$ cat config.mk
export PLATFORM = sky130hd
export DESIGN_NAME = cbc_bus_controller
export DESIGN_NICKNAME = d
export VERILOG_FILES = /design/src/core/cbc_pkg.sv /design/src/core/cbc_bus_controller.sv /design/src/core/cbc_grant_delay.sv
export SDC_FILE = /design/constraint.sdc
export NUM_CORES = 1
export LEC_CHECK = 0
export ABC_AREA = 1
export CORE_MARGIN = 5
export CORE_UTILIZATION = 35
export DETAILED_ROUTE_END_ITERATION = 8
export DONT_BUFFER_PORTS = 1
export MAX_ROUTING_LAYER = met4
export SKIP_CTS_REPAIR_TIMING = 1
export SLEW_MARGIN = 20
export SYNTH_ARGS = -nofsm -noshare
export SYNTH_HDL_FRONTEND = slang
export SYNTH_SLANG_ARGS = --single-unit
$ cat constraint.sdc
create_clock -name core_clk -period 3.1 [get_ports core_clk]
set_input_delay 0.62 -clock core_clk [delete_from_list [all_inputs] [get_ports core_clk]]
set_output_delay 0.62 -clock core_clk [all_outputs]
set_load 0.02 [all_outputs]
$ cat src/core/cbc_pkg.sv
// Shared constants and types for the CPU bus command controller.
// Assumes the core clock is the CPU clock itself, at 40 MHz.
package cbc_pkg;
  localparam int unsigned CLK_PERIOD_NS = 25;
  localparam int unsigned GRANT_HOLD_NS = 90;
  // A least time, so it rounds up to whole cycles.
  localparam int unsigned GRANT_HOLD_CYC = (GRANT_HOLD_NS + CLK_PERIOD_NS - 1) / CLK_PERIOD_NS;
  localparam logic [2:0] ST_IRQ_ACK = 3'h0;
  localparam logic [2:0] ST_IO_RD = 3'h1;
  localparam logic [2:0] ST_IO_WR = 3'h2;
  localparam logic [2:0] ST_HALT = 3'h3;
  localparam logic [2:0] ST_FETCH = 3'h4;
  localparam logic [2:0] ST_MEM_RD = 3'h5;
  localparam logic [2:0] ST_MEM_WR = 3'h6;
  localparam logic [2:0] ST_PASSIVE = 3'h7;
  typedef enum logic [2:0] {CY_NONE, CY_HALT, CY_IRQ_ACK, CY_IO_RD, CY_IO_WR, CY_MEM_RD, CY_MEM_WR} cbc_kind_t;
  typedef enum logic [1:0] {PH_IDLE, PH_ADDR, PH_CMD, PH_LATE} cbc_phase_t;
  typedef struct packed {
    logic io_write_strobe_n;
    logic early_io_write_strobe_n;
    logic io_read_strobe_n;
    logic mem_write_strobe_n;
    logic early_mem_write_strobe_n;
    logic mem_read_strobe_n;
    logic irq_ack_strobe_n;
  } cbc_cmd_t;
  localparam cbc_cmd_t CMD_IDLE = 7'h7F;
endpackage

$ cat src/core/cbc_bus_controller.sv
// Bus command controller: decodes CPU status into command strobes and transceiver controls.
// Assumes status, grant, gate and mode inputs are synchronous to core_clk, the CPU clock.
// Overview of operation
// - Floating status bus reads as all ones, the passive code.
// - Every output changes only on the core clock edge.
// - One address strobe pulse per cycle; latch takes address on its falling edge.
// - Transceiver enable is active high.
// - Direction is high for writes and low for reads.
// - System bus mode: grant high floats every command output.
// - I/O bus mode: grant high floats only memory command outputs.
// - After grant falls, floated commands stay inactive at least 90 ns.
// - Gate low forces commands, transceiver enable and peripheral enable inactive.
// - Mode select high means I/O bus mode, low means system bus mode.
// - All seven commands are active low and three-state capable.
// - Early I/O write asserts one clock before normal I/O write.
// - I/O read strobe asserts during I/O read cycles.
// - Status codes decode to acknowledge, I/O, halt, fetch, memory and passive.
// - Dual enable: cascade enable in system mode, peripheral enable in I/O mode.
// - Early memory write asserts one clock before normal memory write.
// - Address strobe is issued once per cycle starting with non-passive status.
`timescale 1ns/1ps
`default_nettype none
module cbc_bus_controller
  import cbc_pkg::*;
#(
  parameter int unsigned HOLD_CYC = GRANT_HOLD_CYC
) (
  input wire logic core_clk,
  input wire logic arst_n,
  input wire logic cpu_status_bit0_n,
  input wire logic cpu_status_bit1_n,
  input wire logic cpu_status_bit2_n,
  input wire logic cpu_status_float,
  input wire logic arbiter_grant_n,
  input wire logic command_gate,
  input wire logic io_bus_mode_select,
  output cbc_cmd_t cmd_n,
  output cbc_cmd_t cmd_oe_n,
  output logic address_strobe,
  output logic transceiver_enable,
  output logic transceiver_direction,
  output logic dual_enable
);
  logic [2:0] status;
  logic [2:0] status_prev_r;
  logic grant_ok;
  logic mem_ok;
  logic io_ok;
  cbc_phase_t phase_r;
  cbc_phase_t phase_nxt;
  cbc_kind_t kind_r;
  cbc_kind_t kind_nxt;
  cbc_kind_t kind_dec;
  cbc_cmd_t cmd_nxt;
  logic early;
  logic late;

  // The pull-ups are modelled by the float flag: an undriven bus reads passive.
  assign status = cpu_status_float ? ST_PASSIVE
                : {cpu_status_bit2_n, cpu_status_bit1_n, cpu_status_bit0_n};

  cbc_grant_delay #(
    .HOLD_CYC(HOLD_CYC)
  ) u_grant_delay (
    .core_clk(core_clk),
    .arst_n(arst_n),
    .arbiter_grant_n(arbiter_grant_n),
    .grant_ok(grant_ok)
  );

  // I/O commands ignore the grant in I/O bus mode; memory commands never do.
  assign mem_ok = grant_ok && command_gate;
  assign io_ok = (io_bus_mode_select || grant_ok) && command_gate;

  always_comb begin
    unique case (status)
      ST_IRQ_ACK: kind_dec = CY_IRQ_ACK;
      ST_IO_RD: kind_dec = CY_IO_RD;
      ST_IO_WR: kind_dec = CY_IO_WR;
      ST_HALT: kind_dec = CY_HALT;
      ST_FETCH: kind_dec = CY_MEM_RD;
      ST_MEM_RD: kind_dec = CY_MEM_RD;
      ST_MEM_WR: kind_dec = CY_MEM_WR;
      ST_PASSIVE: kind_dec = CY_NONE;
    endcase
  end

  // A cycle starts on passive-to-active status; passive status ends it from any phase.
  always_comb begin
    phase_nxt = phase_r;
    kind_nxt = kind_r;
    if (status == ST_PASSIVE) begin
      phase_nxt = PH_IDLE;
      kind_nxt = CY_NONE;
    end else begin
      unique case (phase_r)
        PH_IDLE: begin
          if (status_prev_r == ST_PASSIVE) begin
            phase_nxt = PH_ADDR;
            kind_nxt = kind_dec;
          end
        end
        PH_ADDR: phase_nxt = PH_CMD;
        PH_CMD: phase_nxt = PH_LATE;
        PH_LATE: phase_nxt = PH_LATE;
      endcase
    end
  end

  always_ff @(posedge core_clk or negedge arst_n) begin
    if (!arst_n) begin
      status_prev_r <= ST_PASSIVE;
      phase_r <= PH_IDLE;
      kind_r <= CY_NONE;
    end else begin
      status_prev_r <= status;
      phase_r <= phase_nxt;
      kind_r <= kind_nxt;
    end
  end

  assign early = (phase_nxt == PH_CMD) || (phase_nxt == PH_LATE);
  assign late = (phase_nxt == PH_LATE);

  always_comb begin
    cmd_nxt = CMD_IDLE;
    cmd_nxt.irq_ack_strobe_n = !(early && kind_nxt == CY_IRQ_ACK && io_ok);
    cmd_nxt.io_read_strobe_n = !(early && kind_nxt == CY_IO_RD && io_ok);
    cmd_nxt.early_io_write_strobe_n = !(early && kind_nxt == CY_IO_WR && io_ok);
    cmd_nxt.io_write_strobe_n = !(late && kind_nxt == CY_IO_WR && io_ok);
    cmd_nxt.mem_read_strobe_n = !(early && kind_nxt == CY_MEM_RD && mem_ok);
    cmd_nxt.early_mem_write_strobe_n = !(early && kind_nxt == CY_MEM_WR && mem_ok);
    cmd_nxt.mem_write_strobe_n = !(late && kind_nxt == CY_MEM_WR && mem_ok);
  end

  // All outputs are registered, so nothing moves between clock edges.
  always_ff @(posedge core_clk or negedge arst_n) begin
    if (!arst_n) begin
      cmd_n <= CMD_IDLE;
    end else begin
      cmd_n <= cmd_nxt;
    end
  end

  // Enables are low while the pin is driven.
  always_ff @(posedge core_clk or negedge arst_n) begin
    if (!arst_n) begin
      cmd_oe_n <= CMD_IDLE;
    end else begin
      cmd_oe_n.mem_read_strobe_n <= arbiter_grant_n;
      cmd_oe_n.mem_write_strobe_n <= arbiter_grant_n;
      cmd_oe_n.early_mem_write_strobe_n <= arbiter_grant_n;
      cmd_oe_n.io_read_strobe_n <= arbiter_grant_n && !io_bus_mode_select;
      cmd_oe_n.io_write_strobe_n <= arbiter_grant_n && !io_bus_mode_select;
      cmd_oe_n.early_io_write_strobe_n <= arbiter_grant_n && !io_bus_mode_select;
      cmd_oe_n.irq_ack_strobe_n <= arbiter_grant_n && !io_bus_mode_select;
    end
  end

  always_ff @(posedge core_clk or negedge arst_n) begin
    if (!arst_n) begin
      address_strobe <= 1'b0;
    end else begin
      address_strobe <= (phase_nxt == PH_ADDR);
    end
  end

  // In I/O bus mode the I/O cycles use the peripheral enable, not the main one.
  logic io_kind;
  assign io_kind = (kind_nxt == CY_IRQ_ACK) || (kind_nxt == CY_IO_RD) || (kind_nxt == CY_IO_WR);

  always_ff @(posedge core_clk or negedge arst_n) begin
    if (!arst_n) begin
      transceiver_enable <= 1'b0;
    end else begin
      transceiver_enable <= early && command_gate && (kind_nxt != CY_HALT)
                            && !(io_bus_mode_select && io_kind);
    end
  end

  always_ff @(posedge core_clk or negedge arst_n) begin
    if (!arst_n) begin
      transceiver_direction <= 1'b0;
    end else begin
      transceiver_direction <= (phase_nxt != PH_IDLE)
                               && (kind_nxt == CY_IO_WR || kind_nxt == CY_MEM_WR);
    end
  end

  always_ff @(posedge core_clk or negedge arst_n) begin
    if (!arst_n) begin
      dual_enable <= 1'b0;
    end else if (io_bus_mode_select) begin
      dual_enable <= !(early && io_kind && command_gate);
    end else begin
      dual_enable <= (phase_nxt != PH_IDLE) && (kind_nxt == CY_IRQ_ACK);
    end
  end

  a_strobe_one_pulse: assert property (@(posedge core_clk) disable iff (!arst_n)
    address_strobe |=> !address_strobe) else $error("address strobe longer than one cycle");
  a_strobe_on_start: assert property (@(posedge core_clk) disable iff (!arst_n)
    $rose(address_strobe) |-> $past(status_prev_r) == ST_PASSIVE && $past(status) != ST_PASSIVE)
    else $error("address strobe without cycle start");
  a_early_io_lead: assert property (@(posedge core_clk) disable iff (!arst_n)
    $fell(cmd_n.io_write_strobe_n) |-> !$past(cmd_n.early_io_write_strobe_n))
    else $error("io write not preceded by early io write");
  a_early_mem_lead: assert property (@(posedge core_clk) disable iff (!arst_n)
    $fell(cmd_n.mem_write_strobe_n) |-> !$past(cmd_n.early_mem_write_strobe_n))
    else $error("mem write not preceded by early mem write");
  a_gate_blocks_all: assert property (@(posedge core_clk) disable iff (!arst_n)
    !command_gate |=> cmd_n == CMD_IDLE && !transceiver_enable)
    else $error("gate low left outputs active");
  a_sys_float_all: assert property (@(posedge core_clk) disable iff (!arst_n)
    (arbiter_grant_n && !io_bus_mode_select) |=> cmd_oe_n == CMD_IDLE)
    else $error("system mode grant high did not float all");
  a_io_float_mem: assert property (@(posedge core_clk) disable iff (!arst_n)
    (arbiter_grant_n && io_bus_mode_select) |=> cmd_oe_n.mem_read_strobe_n && !cmd_oe_n.io_read_strobe_n)
    else $error("io mode float set wrong");
  a_grant_hold_mem: assert property (@(posedge core_clk) disable iff (!arst_n)
    $fell(cmd_n.mem_read_strobe_n) |-> !$past(arbiter_grant_n, 2) && !$past(arbiter_grant_n, 5))
    else $error("memory read too soon after grant");
  a_direction_write: assert property (@(posedge core_clk) disable iff (!arst_n)
    !cmd_n.io_read_strobe_n |-> !transceiver_direction)
    else $error("direction high during read");
  a_passive_ends: assert property (@(posedge core_clk) disable iff (!arst_n)
    status == ST_PASSIVE |=> cmd_n == CMD_IDLE && !transceiver_enable)
    else $error("passive status left command active");
  c_mem_write: cover property (@(posedge core_clk) disable iff (!arst_n) $fell(cmd_n.mem_write_strobe_n));
  c_io_read: cover property (@(posedge core_clk) disable iff (!arst_n) $fell(cmd_n.io_read_strobe_n));
  c_irq_ack: cover property (@(posedge core_clk) disable iff (!arst_n) $fell(cmd_n.irq_ack_strobe_n));
  c_io_mode_io_wr: cover property (@(posedge core_clk) disable iff (!arst_n)
    io_bus_mode_select && arbiter_grant_n && !cmd_n.io_write_strobe_n);
endmodule
`default_nettype wire

$ cat src/core/cbc_grant_delay.sv
// Holds off command activity after the arbiter grant falls.
// Assumes the grant input is synchronous to the core clock.
`timescale 1ns/1ps
`default_nettype none
module cbc_grant_delay
  import cbc_pkg::*;
#(
  parameter int unsigned HOLD_CYC = GRANT_HOLD_CYC
) (
  input wire logic core_clk,
  input wire logic arst_n,
  input wire logic arbiter_grant_n,
  output logic grant_ok
);
  logic [7:0] hold_r;
  logic [7:0] low_run_r;

  // The count restarts at every high sample, so a glitch of grant re-arms the full hold.
  always_ff @(posedge core_clk or negedge arst_n) begin
    if (!arst_n) begin
      hold_r <= 8'(HOLD_CYC);
    end else if (arbiter_grant_n) begin
      hold_r <= 8'(HOLD_CYC);
    end else if (hold_r != 8'h00) begin
      hold_r <= hold_r - 8'h01;
    end
  end

  assign grant_ok = (hold_r == 8'h00);

  // Checker helper: counts consecutive low grant samples, independent of the hold counter.
  always_ff @(posedge core_clk or negedge arst_n) begin
    if (!arst_n) begin
      low_run_r <= 8'h00;
    end else if (arbiter_grant_n) begin
      low_run_r <= 8'h00;
    end else if (low_run_r != 8'hFF) begin
      low_run_r <= low_run_r + 8'h01;
    end
  end

  // The grant may rise while grant_ok still stands; the pin float covers that edge.
  a_hold_after_grant: assert property (@(posedge core_clk) disable iff (!arst_n)
    grant_ok |-> low_run_r >= 8'(HOLD_CYC))
    else $error("grant_ok raised before the hold time");
endmodule
`default_nettype wire

# Word-level counts from Yosys, hierarchy flattened
# Memory sizes are Yosys's and may differ from the RTL's.
# Index checks and enable logic that the tools add are counted.
[op_classes] eq_ne=14 reduce_logical=46 muxes=10 add_sub_neg=1
[ops] cell="logical AND 1 bit" count=25
[ops] cell="two-way mux 8 bit" count=2
[ops] cell="== test 3 bit (second input constant)" count=5
[ops] cell="two-way mux 3 bit" count=4
[ops] cell="logical NOT 1 bit" count=10
[ops] cell="== test 2 bit (second input constant)" count=4
[ops] cell="logical NOT 8 bit" count=1
[ops] cell="nonzero test 8 bit" count=1
[ops] cell="subtractor 8 x 1 -> 8 bit (second input constant)" count=1
[ops] cell="== test 3 x 2 -> 1 bit (second input constant)" count=2
[ops] cell="one-hot mux 2 bit (3 select lines)" count=1
[ops] cell="logical OR 1 bit" count=5
[ops] cell="== test 2 x 1 -> 1 bit (second input constant)" count=2
[ops] cell="two-way mux 2 bit" count=2
[ops] cell="nonzero test 2 bit" count=2
[ops] cell="inequality test 3 x 1 -> 1 bit (second input constant)" count=1
[ops] cell="logical NOT 2 bit" count=1
[ops] cell="OR reduction 2 bit" count=1
[ops] cell="two-way mux 1 bit" count=1
[totals] output_inout_bits=18 wordCells=89 mem_count=1 register_bits=29 inputBits=9 romBits=24
[mem_list] name="(no name shown)" words=8 word_bits=3 rd=1 rd_clocked_by_memory_dff=0 write_ports=0 line="cbc_bus_controller.sv:76" rtl="unique case (status)"

# Longest topological paths before layout
# Gate-level depths: netlist (run 1).
# An unclocked memory read counts as a cell.
[logic_depth] ltp_word=12 mapped_depth=12

# By module
# Synthesis (run 1) repeated with hierarchy kept, for this count alone.
[unflattened] cells_unflattened=164 area_unflattened_um2=1480.2
[modules_own_cells] module="cbc_bus_controller" n_inst=1 cells_per_inst=100 seq_area_each_um2=540.5 area_per_inst_um2=992.2
[modules_own_cells] module="cbc_grant_delay" n_inst=1 cells_per_inst=64 seq_area_each_um2=201.4 area_per_inst_um2=488.0

# Worst setup path before layout (run 1)
# OpenSTA, ideal clock, no wires.
[synth_timing] path_type="input-to-reg" startpoint="in cpu_status_bit2_n" endpoint="reg dual_enable" path_stages=10 t_arrival_ps=1396 n_path_buf=0 t_required_ps=2987 setup_ps=113 path_slack_ps=1591 path_cell_list="nor2_2 > inv_2 > nand3_4 > nand2_4 > nor2_4 > nand3_2 > nand2_1 > nand3_1 > nand2_1 > inv_1"
[synth_between] elab_chain_len=12 elab_cells_between_ends=21 classes_between="eq/ne (6); mux (6); reduce/logical (8); memory (1)"
[synth_lines] item="from (decl)" line="cbc_bus_controller.sv:32" rtl="input wire logic cpu_status_bit2_n,"
[synth_lines] item="two-way mux 3 bit (*)" line="cbc_bus_controller.sv:59" rtl="assign status = cpu_status_float ? ST_PASSIVE"
[synth_lines] item="via status[2]" line="cbc_bus_controller.sv:44" rtl="logic [2:0] status;"
[synth_lines] item="memory (8 x 3 bit)"
[synth_lines] item="two-way mux 3 bit" line="cbc_bus_controller.sv:98" rtl="if (status_prev_r == ST_PASSIVE) begin"
[synth_lines] item="two-way mux 3 bit" line="cbc_bus_controller.sv:96" rtl="unique case (phase_r)"
[synth_lines] item="two-way mux 3 bit (*)" line="cbc_bus_controller.sv:92" rtl="if (status == ST_PASSIVE) begin"
[synth_lines] item="via kind_nxt[2]" line="cbc_bus_controller.sv:52" rtl="cbc_kind_t kind_nxt;"
[synth_lines] item="== test 3 x 2 -> 1 bit, on equally long branches" line="cbc_bus_controller.sv:170, cbc_bus_controller.sv:196"
[synth_lines] item="logical OR 1 bit (2 in a row)" line="cbc_bus_controller.sv:170" rtl="assign io_kind = (kind_nxt == CY_IRQ_ACK) || (kind_nxt == CY_IO_RD) || (kind_nxt == CY_IO_WR);"
[synth_lines] item="logical AND 1 bit (2 in a row)" line="cbc_bus_controller.sv:194" rtl="dual_enable <= !(early && io_kind && command_gate);"
[synth_lines] item="logical NOT 1 bit" line="cbc_bus_controller.sv:194"
[synth_lines] item="two-way mux 1 bit (*)" line="cbc_bus_controller.sv:193" rtl="end else if (io_bus_mode_select) begin"
[synth_lines] item="to (signal assigned)" line="cbc_bus_controller.sv:194"
[synth_lines] item="to (signal assigned)" line="cbc_bus_controller.sv:196" rtl="dual_enable <= (phase_nxt != PH_IDLE) && (kind_nxt == CY_IRQ_ACK);"
[synth_lines] item="to (decl)" line="cbc_bus_controller.sv:42" rtl="output logic dual_enable"
# The timed path passes the listed nets; every way through them passes the cells marked *.
# A chain may end at the register's enable or synchronous reset.

==> reports/results.ini, run 1 <==
[global_routing]
grt_pass1_vias = 961
grt_overflow = 0
grt_util_all_layers = 0.1130
antenna_found_initial = 0
grt_pass1_wl_mm = 4.409
grt_max_degree = 30

[route]
dr.pass1.iters = 4
drc = 0
drt-total-wl_mm = 2.512
drt-wirelength-per-cell_um = 12.50
viasPerCell = 4.577
ant_nets = 0
route.vias.total = 920
dr.first_iter.drc_count = 59

[final_layout]
antennaDiodeCount = 0
drive_above_1_share = 0.3179
fin_area_mm2 = 0.001533
area_growth_pct = 9.865
final_nets = 160
fin_util = 0.3888

[power_and_ir_drop]
p_leak_uw = 0.0007369
peakVddDrop_v = 0.0001669
power_density_mw_per_mm2 = 764.9

[setup_path]
path_class = flop to primary output
path_max_fanout = 4
cp-end-kind = primary output
required_ps = 2480
critPathLaunchType = flop
timing.critical_path.arrival_ps = 1060

[die]
die_y_um = 73.14
fp.dieArea_mm2 = 0.005349
fp.coreArea_mm2 = 0.003943
placementRows = 23
die_x_um = 73.14
io_pins = 27
initial_utilization = 0.3539

[timing]
finalSetupTns_ps = 0
rsz0062_at_grt = false
fmax_mhz = 594.9
setup_viol = 0
clock_skew_ps = 3.132
tightest_slew_ps = 396.8
period_needed_ps = 1681
hold_viol = 0
report.final.slew_viol_count = 0
fin_crit_sh = 0.5423
max_slew_margin = 0.7360
whs_ps = 31.39

[yosys]
syn-cell-area_mm2 = 0.001395
synthesis.nets = 159
syn_avg_cell_area_um2 = 9.363
synth_top_area_cell = dfrtp_1
synthTopCellsByArea = dfrtp_1, dfstp_2, nand2_1
ys_seq_elements = 29
syn_inst = 149
yosys.cell_types.count = 27
ys.warnings.count = 0
synth_top_area_share = 0.2870
yosysSeqAreaShare = 0.5318

[clocking]
cts.htree.levels = 2
clk_latency_ps = 280
numCtsBuffers = 5
cts.sinks = 29
cts_tree = built
clk_pin_slew_ps = 60
clockBufferDepth = 2
cts_root_buffer = clkbuf_8

[placed_design]
io_buffers = 0
placed_area_mm2 = 0.001416
dp_hpwl_mm = 1.952
gp_congestion = 0.8994

[hold_path]
hold_path_class = input pin to asynchronous set/reset pin

[job]
drv_cap = 0

[run_status]
status = finished clean

==> registers in the layout (all words and copies together), names as in the netlist <==
signal / flops
transceiver_direction: 1
cmd_oe_n: 2
phase_r: 2
cmd_n: 7
address_strobe: 1
u_grant_delay.hold_r: 8
status_prev_r: 3
transceiver_enable: 1
kind_r: 3
dual_enable: 1
==> through the flow <==
stage,worst slack (ps),total power (µW),std cells
floorplan,1591,735.9,149
global route,1286,1256,201
global placement,1475,768.8,193
detailed placement,1441,784.2,193
CTS,1406,1187,201
finish,1419,1172,201
==> Yosys cell counts <==
cell / count
inv_1: 21
buf_4: 5
nor4_1: 2
nor2_4: 2
and3_2: 1
nor2_2: 8
dfrtp_1: 16
nand3_1: 12
nor3_1: 1
ha_1: 1
nand3_4: 1
nand3_2: 3
a21oi_1: 7
xor2_1: 1
nor3b_1: 1
nand2_1: 27
dfstp_2: 13
nand2_2: 3
a211oi_1: 1
inv_4: 1
nor2_1: 9
a21boi_2: 1
nor4_4: 1
o21ai_0: 3
inv_2: 4
clkbuf_1: 1
nand2_4: 3
==> logic make-up after synthesis <==
group | Yosys count | share of synthesized area
fa+ha+maj | 1 | 0.008967
xor+xnor | 1 | 0.006279
flops | 29 | 0.5318
compound gates | 12 | 0.04932
buf+inv | 32 | 0.1013
simple gates | 74 | 0.3022
==> report_power, final <==
group          internal (µW)  switching, µW  total (µW)
Clock                    261            135         396
Combinational           94.5            191         285
Sequential               443           48.5         491
Total                    799            374        1170
==> final cells by class <==
cell class / instances / area [µm²]
fillers: 394 / 2410
well taps: 50 / 62.56
multi-input cells: 88 / 511.7
clock inverters: 1 / 30.03
flip-flops and latches: 29 / 742.0
clock buffers: 7 / 86.33
inverters: 26 / 100.1
==> final timing paths <==
path	startpoint	to	slack (ps)	cells after the start
max in group asynchronous	arst_n	status_prev_r[0]	2890	0
max reg2reg	u_grant_delay.hold_r[0]	cmd_n[3]	1490	9
max	cmd_oe_n[0]	cmd_oe_n[6]	1420	0
min in group core_clk	arbiter_grant_n	cmd_oe_n[1]	330	0
min reg2reg	u_grant_delay.hold_r[2]	u_grant_delay.hold_r[2]	500	2
min	arst_n	u_grant_delay.hold_r[5]	30	0
==> layer usage <==
metal / global-route usage / wire length [µm] / up-vias
li1: - / - / 459
met1: 0.1277 / 1088 / 434
met2: 0.1708 / 1191 / 21
met3: 0.06061 / 188 / 6
met4: 0.03689 / 42 / 0
met5: - / 0 / -
==> cell usage in the layout, fill, tap and decap left out, types with 2 or more instances in the layout <==
cell       n
nand2_1   27
dfrtp_1   16
nor4_1     2
nor2_2     8
a21oi_1    7
nor2_4     2
o21ai_0    3
nor2_1     9
nand3_2    3
inv_1     21
nand2_4    3
clkbuf_8   6
nand2_2    3
inv_2      4
nand3_1   12
dfstp_2   13
Note: power is estimated with default switching activity, not from simulation.
==> run 2, diff against run 1 <==
==> constraint.sdc (replaced) <==
create_clock -name core_clk -period 1.61 [get_ports core_clk]
set_input_delay 0.322 -clock core_clk [delete_from_list [all_inputs] [get_ports core_clk]]
set_output_delay 0.322 -clock core_clk [all_outputs]
set_load 0.02 [all_outputs]
==> run 2 against run 1 <==
Net effect:
- utilization increased by 3.7 points
- clock skew increased by 1.8 ps
- combinational power increased to 2.8 times the previous value
- sequential power increased by 95%
- register-to-register slack got worse by 1500 ps
- die area unchanged
- final area increased by 9.6%
- setup slack got worse by 1400 ps
- clock-buffer cell count unchanged
- final cell count increased by 4.5%
- critical path type is now flop to flop
- largest power group unchanged
==> reports/results.ini, run 2 (same netlist as run 1, synthesis figures left out) <==
[run_status]
status = finished clean

[timing]
report.final.slew_viol_count = 0
max_slew_margin = 0.7378
rsz0062_at_grt = true
period_needed_ps = 1599
fin_crit_sh = 0.9931
hold_viol = 0
clock_skew_ps = 4.970
tightest_slew_ps = 394.2
fmax_mhz = 625.4
setup_viol = 0

[route]
drt-wirelength-per-cell_um = 12.49
dr.pass1.iters = 4
viasPerCell = 4.619
drt-total-wl_mm = 2.622
route.vias.total = 970
drc = 0
ant_nets = 0
dr.first_iter.drc_count = 79

[clocking]
cts_root_buffer = clkbuf_8
clk_latency_ps = 270
clk_pin_slew_ps = 60
numCtsBuffers = 5
cts.htree.levels = 2
cts.sinks = 29
cts_tree = built
clockBufferDepth = 2

[setup_path]
critPathLaunchType = flop
path_class = flop to flop
cp-end-kind = flop
timing.critical_path.arrival_ps = 1790
required_ps = 1800
path_max_fanout = 5

[placed_design]
dp_hpwl_mm = 1.823
gp_congestion = 0.8350
io_buffers = 0

[final_layout]
antennaDiodeCount = 0
final_nets = 169
area_growth_pct = 20.36
fin_util = 0.4259
top_regs = u_grant_delay.hold_r (8), cmd_n (7)
final_cell_mix = nand2_1, inv_1, dfrtp_1
layout_commonest_cell = nand2_1
largest_reg_flops = 8
top_register = u_grant_delay.hold_r
drive_above_1_share = 0.4625

[global_routing]
grt_pass1_wl_mm = 4.098
grt_overflow = 0
grt_max_degree = 30
antenna_found_initial = 0
grt_pass1_vias = 898
grt_util_all_layers = 0.1067

[die]
die_x_um = 73.14
die_y_um = 73.14
placementRows = 23
initial_utilization = 0.3539
io_pins = 27
fp.dieArea_mm2 = 0.005349
fp.coreArea_mm2 = 0.003943

[power_and_ir_drop]
power_density_mw_per_mm2 = 1418
peakVddDrop_v = 0.0003257
p_leak_uw = 0.0007859
total_power_uw = 2381

[job]
drv_cap = 0

[hold_path]
hold_path_class = input pin to flop

-- run 2: cell count changes in the layout (fill, tap and decap cells not counted), moves of 3 or more --
cell	delta
a21oi_1	-3
a21oi_2	+3
buf_4	+7
inv_1	-4
inv_2	+3
nand2_1	-5
nand2_2	+3
-- run 2: worst paths after layout --
kind	start	end	slack (ps)	cells after the start
max	status_prev_r[1]	cmd_n[3]	10	9
min	arbiter_grant_n	cmd_oe_n[1]	40	0
max reg2reg	status_prev_r[1]	cmd_n[3]	10	9
min reg2reg	u_grant_delay.hold_r[7]	u_grant_delay.hold_r[6]	520	2
max in group asynchronous	arst_n	cmd_n[2]	880	2
min in group asynchronous	arst_n	u_grant_delay.hold_r[3]	490	2
-- run 2: worst max-delay path: stages (launching register included) --
cell     delay (ps)
dfstp_2         530
nand2_2          50
inv_2            60
nand3_4         100
nand2_4          80
nand2_4          40
nor2_4          170
inv_2            90
nor4_4          250
nand3_1         120
-- run 2: area by class of cell --
class,instances,area [µm²]
Inverter,26,102.6
Sequential cell,29,742.0
Tap cell,50,62.56
Clock inverter,1,5.005
Clock buffer,7,96.34
Multi-Input combinational cell,88,588.1
Fill cell,354,2263
Timing Repair Buffer,9,82.58
-- run 2: power breakdown --
part	total (µW)	switching (µW)	internal (µW)
Combinational	787	475	312
Sequential	956	104	853
Clock	637	252	385
-- run 2: metrics by stage --
step	hold WS (ps)	instances	area, µm²	setup TNS [ps]	setup WS (ps)
6_report	40.27	210	1679	0	11.13
5_1_grt	25.03	210	1679	-463.4	-127.2
2_1_floorplan	26.41	149	1395	0	160.0
3_5_place_dp	27.03	193	1416	0	22.88
4_1_cts	-272.5	201	1518	0	7.188
3_3_place_gp	27.08	193	1416	0	99.36
-- run 2: per-layer routing --
metal,track usage,up-vias,share of wire
li1,-,480,-
met1,0.1221,468,0.42
met2,0.1549,17,0.49
met3,0.04959,5,0.072
met4,0.05533,0,0.018
met5,-,-,0
==> run 3, diff against run 2 <==
--- a/config.mk
+++ b/config.mk
@@ -15,4 +15,5 @@
 export SLEW_MARGIN = 20
 export SYNTH_ARGS = -nofsm -noshare
 export SYNTH_HDL_FRONTEND = slang
+export SYNTH_HIERARCHICAL = 1
 export SYNTH_SLANG_ARGS = --single-unit
==> run 3 against run 2 <==
Net effect:
- critical endpoint is now dual_enable
- flip-flop and latch count did not move
- global-route usage rose by 1.9 points
- the run now ends with setup timing left
- largest power group unchanged
- setup slack got worse by 19 ps
- highest routed layer unchanged
- largest cell class unchanged
==> reports/results.ini, run 3 <==
[run_status]
status = complete, but fails checks
violations = setup timing

[setup_path]
r2r-end = dual_enable
rrSetupSlack_ps = -8
critPathLaunchType = flop
cpMostUsedCell = nand2_2
critPathSlowestCell = dfstp_2
cpPeakStageDelay_ps = 550
rr_startpoint = status_prev_r[2]
timing.critical_path.arrival_ps = 1800
required_ps = 1790
cp-end-kind = flop
worst_r2r_path_depth = 11
path_max_fanout = 6
path_class = flop to flop
crit_chain = nand3_4 -> nor2_4 -> nor2_2 -> nor2_2 -> nand2_2 -> inv_2 -> nand2_2 -> nand2_2 -> nand3_2 -> nand2_1 -> inv_1

[final_layout]
multiInputGateArea_um2 = 641.9
largest_reg_flops = 8
final_cell_mix = inv_1, nand2_1, nand3_1
regArea_um2 = 742.0
final_nets = 185
instances_no_fill = 226
fillCellCount = 404
top_register = u_grant_delay/hold_r
drive_above_1_share = 0.3750
antennaDiodeCount = 0
fin_area_mm2 = 0.001732
top_regs = u_grant_delay/hold_r (8), cmd_n (7)
area_growth_pct = 16.99

[die]
die_y_um = 75.03
initial_utilization = 0.3648
die_x_um = 75.03
io_pins = 27
placementRows = 23
fp.dieArea_mm2 = 0.005630
fp.coreArea_mm2 = 0.004058

[placed_design]
dp_hpwl_mm = 2.179
placed_area_mm2 = 0.001528
gp_congestion = 0.8055
dp.cells = 212
io_buffers = 0

[hold_path]
hp-start = arbiter_grant_n
holdPathEnd = cmd_oe_n[1]
hold_path_class = input pin to flop
hold_path_depth = 0

[timing]
tightest_slew_ps = 396.7
clock_skew_ps = 6.953
rsz0062_at_grt = true
fmax_mhz = 618.1
period_needed_ps = 1618
report.final.slew_viol_count = 0
whs_ps = 38.99
timing.final.ws_setup_ps = -7.805
max_slew_margin = 0.7361
hold_viol = 0
setup_viol = 1
fin_crit_sh = 1.005

[power_and_ir_drop]
peakVddDrop_v = 0.0005412
p_leak_uw = 0.0008123
power_density_mw_per_mm2 = 1404

[clocking]
clk_latency_ps = 280
numCtsBuffers = 5
clk_pin_slew_ps = 60
cts.htree.levels = 2
cts_root_buffer = clkbuf_8
cts_tree = built
cts.sinks = 29
clockBufferDepth = 2

[global_routing]
grt_max_degree = 30
antenna_found_initial = 0
grt_pass1_wl_mm = 5.064
grt_overflow = 0
grt_util_all_layers = 0.1253
grt_pass1_vias = 1046

[yosys]
yosysSeqAreaShare = 0.5013
ys.warnings.count = 6
synthTopCellsByArea = dfrtp_1, dfstp_2, nand2_1
netlist_top_cells_count = nand2_1, inv_1, nand3_1, nor2_1, dfrtp_1
synthFlopType = dfrtp_1
syn_avg_cell_area_um2 = 9.025
syn-cell-area_mm2 = 0.001480
synth_top_area_share = 0.2705
synthesis.nets = 174
synth_edf_count = 0
yosysMostFrequentCell = nand2_1
synthArstFlopShare = 1.000
syn_inst = 164
synth_top_area_cell = dfrtp_1
ys_seq_elements = 29
yosys.cell_types.count = 26

[route]
dr.first_iter.drc_count = 66
route.vias.total = 1072
viasPerCell = 4.743
drt-total-wl_mm = 2.998
dr.pass1.iters = 4
drc = 0
ant_nets = 0
drt-wirelength-per-cell_um = 13.27

[job]
drv_cap = 0

## run 3: cell types whose count changed in the layout (fill, tap and decap cells not counted), moves of 2 or more
cell / before / now
a21oi_1: 4 / 1
inv_1: 17 / 24
inv_2: 7 / 3
inv_4: 2 / 0
nand2_1: 22 / 24
nand2_4: 5 / 2
nand3_1: 10 / 18
nand3_4: 3 / 1
nand4_1: 0 / 2
nor2_1: 7 / 15
nor2_2: 10 / 7
nor2_4: 2 / 6
nor4_1: 2 / 0
## run 3: logic make-up after synthesis
family                     Yosys count  synth area share
buffers and inverters               32           0.09383
xor gates and xnor gates             1          0.005918
adders and majority gates            1          0.008452
AOI/OAI and AO/OA                    9           0.03550
and+or+nand+nor                     92            0.3550
DFF                                 29            0.5013
## run 3: how the worst max path moves through the flow
stage | startpoint | end | slack, ps
5_1_grt | status_prev_r[0] | dual_enable | -100
3_3_place_gp | status_prev_r[2] | dual_enable | 70
6_report | status_prev_r[2] | dual_enable | -8
3_5_place_dp | status_prev_r[1] | dual_enable | 70
4_1_cts | status_prev_r[1] | dual_enable | 50
2_1_floorplan | u_grant_delay/hold_r[0] | cmd_n[3] | 10
## run 3: cell type report
class | instances | share of cell area
Clock buffer | 7 | 0.05564
Clock inverter | 1 | 0.002890
Inverter | 27 | 0.05853
Multi-Input combinational cell | 103 | 0.3707
Sequential cell | 29 | 0.4285
Tap cell | 50 | 0.03613
Timing Repair Buffer | 9 | 0.04769
## run 3: metal layers
layer | wire [µm] | vias to the layer above | track usage
li1 | - | 531 | -
met1 | 1248 | 502 | 0.1527
met2 | 1378 | 33 | 0.1731
met3 | 315 | 6 | 0.06809
met4 | 55 | 0 | 0.04743
met5 | 0 | - | -
## run 3: worst max-delay path: cells and delay by family (launching register included)
| kind | cells | cell delay (ps) |
|---|---|---|
| buffers and inverters | 2 | 140 |
| and+or+nand+nor | 9 | 810 |
| DFF | 1 | 550 |
## run 3: through the flow
stage	util	TNS (ps)	total power (µW)	worst slack (ps)
2_1_floorplan	-	0	1524	14.86
3_3_place_gp	0.3765	0	1651	68.58
3_5_place_dp	0.3765	0	1684	65.05
4_1_cts	0.4015	0	2351	52.82
5_1_grt	0.4268	-237.9	2608	-104.9
6_report	0.4268	-7.805	2431	-7.805
## run 3: power by group
group | switching [µW] | leakage [µW] | internal, µW | total [µW]
clock | 270 | 0.0000542 | 385 | 655
combinational | 490 | 0.000410 | 309 | 799
sequential | 127 | 0.000349 | 850 | 977
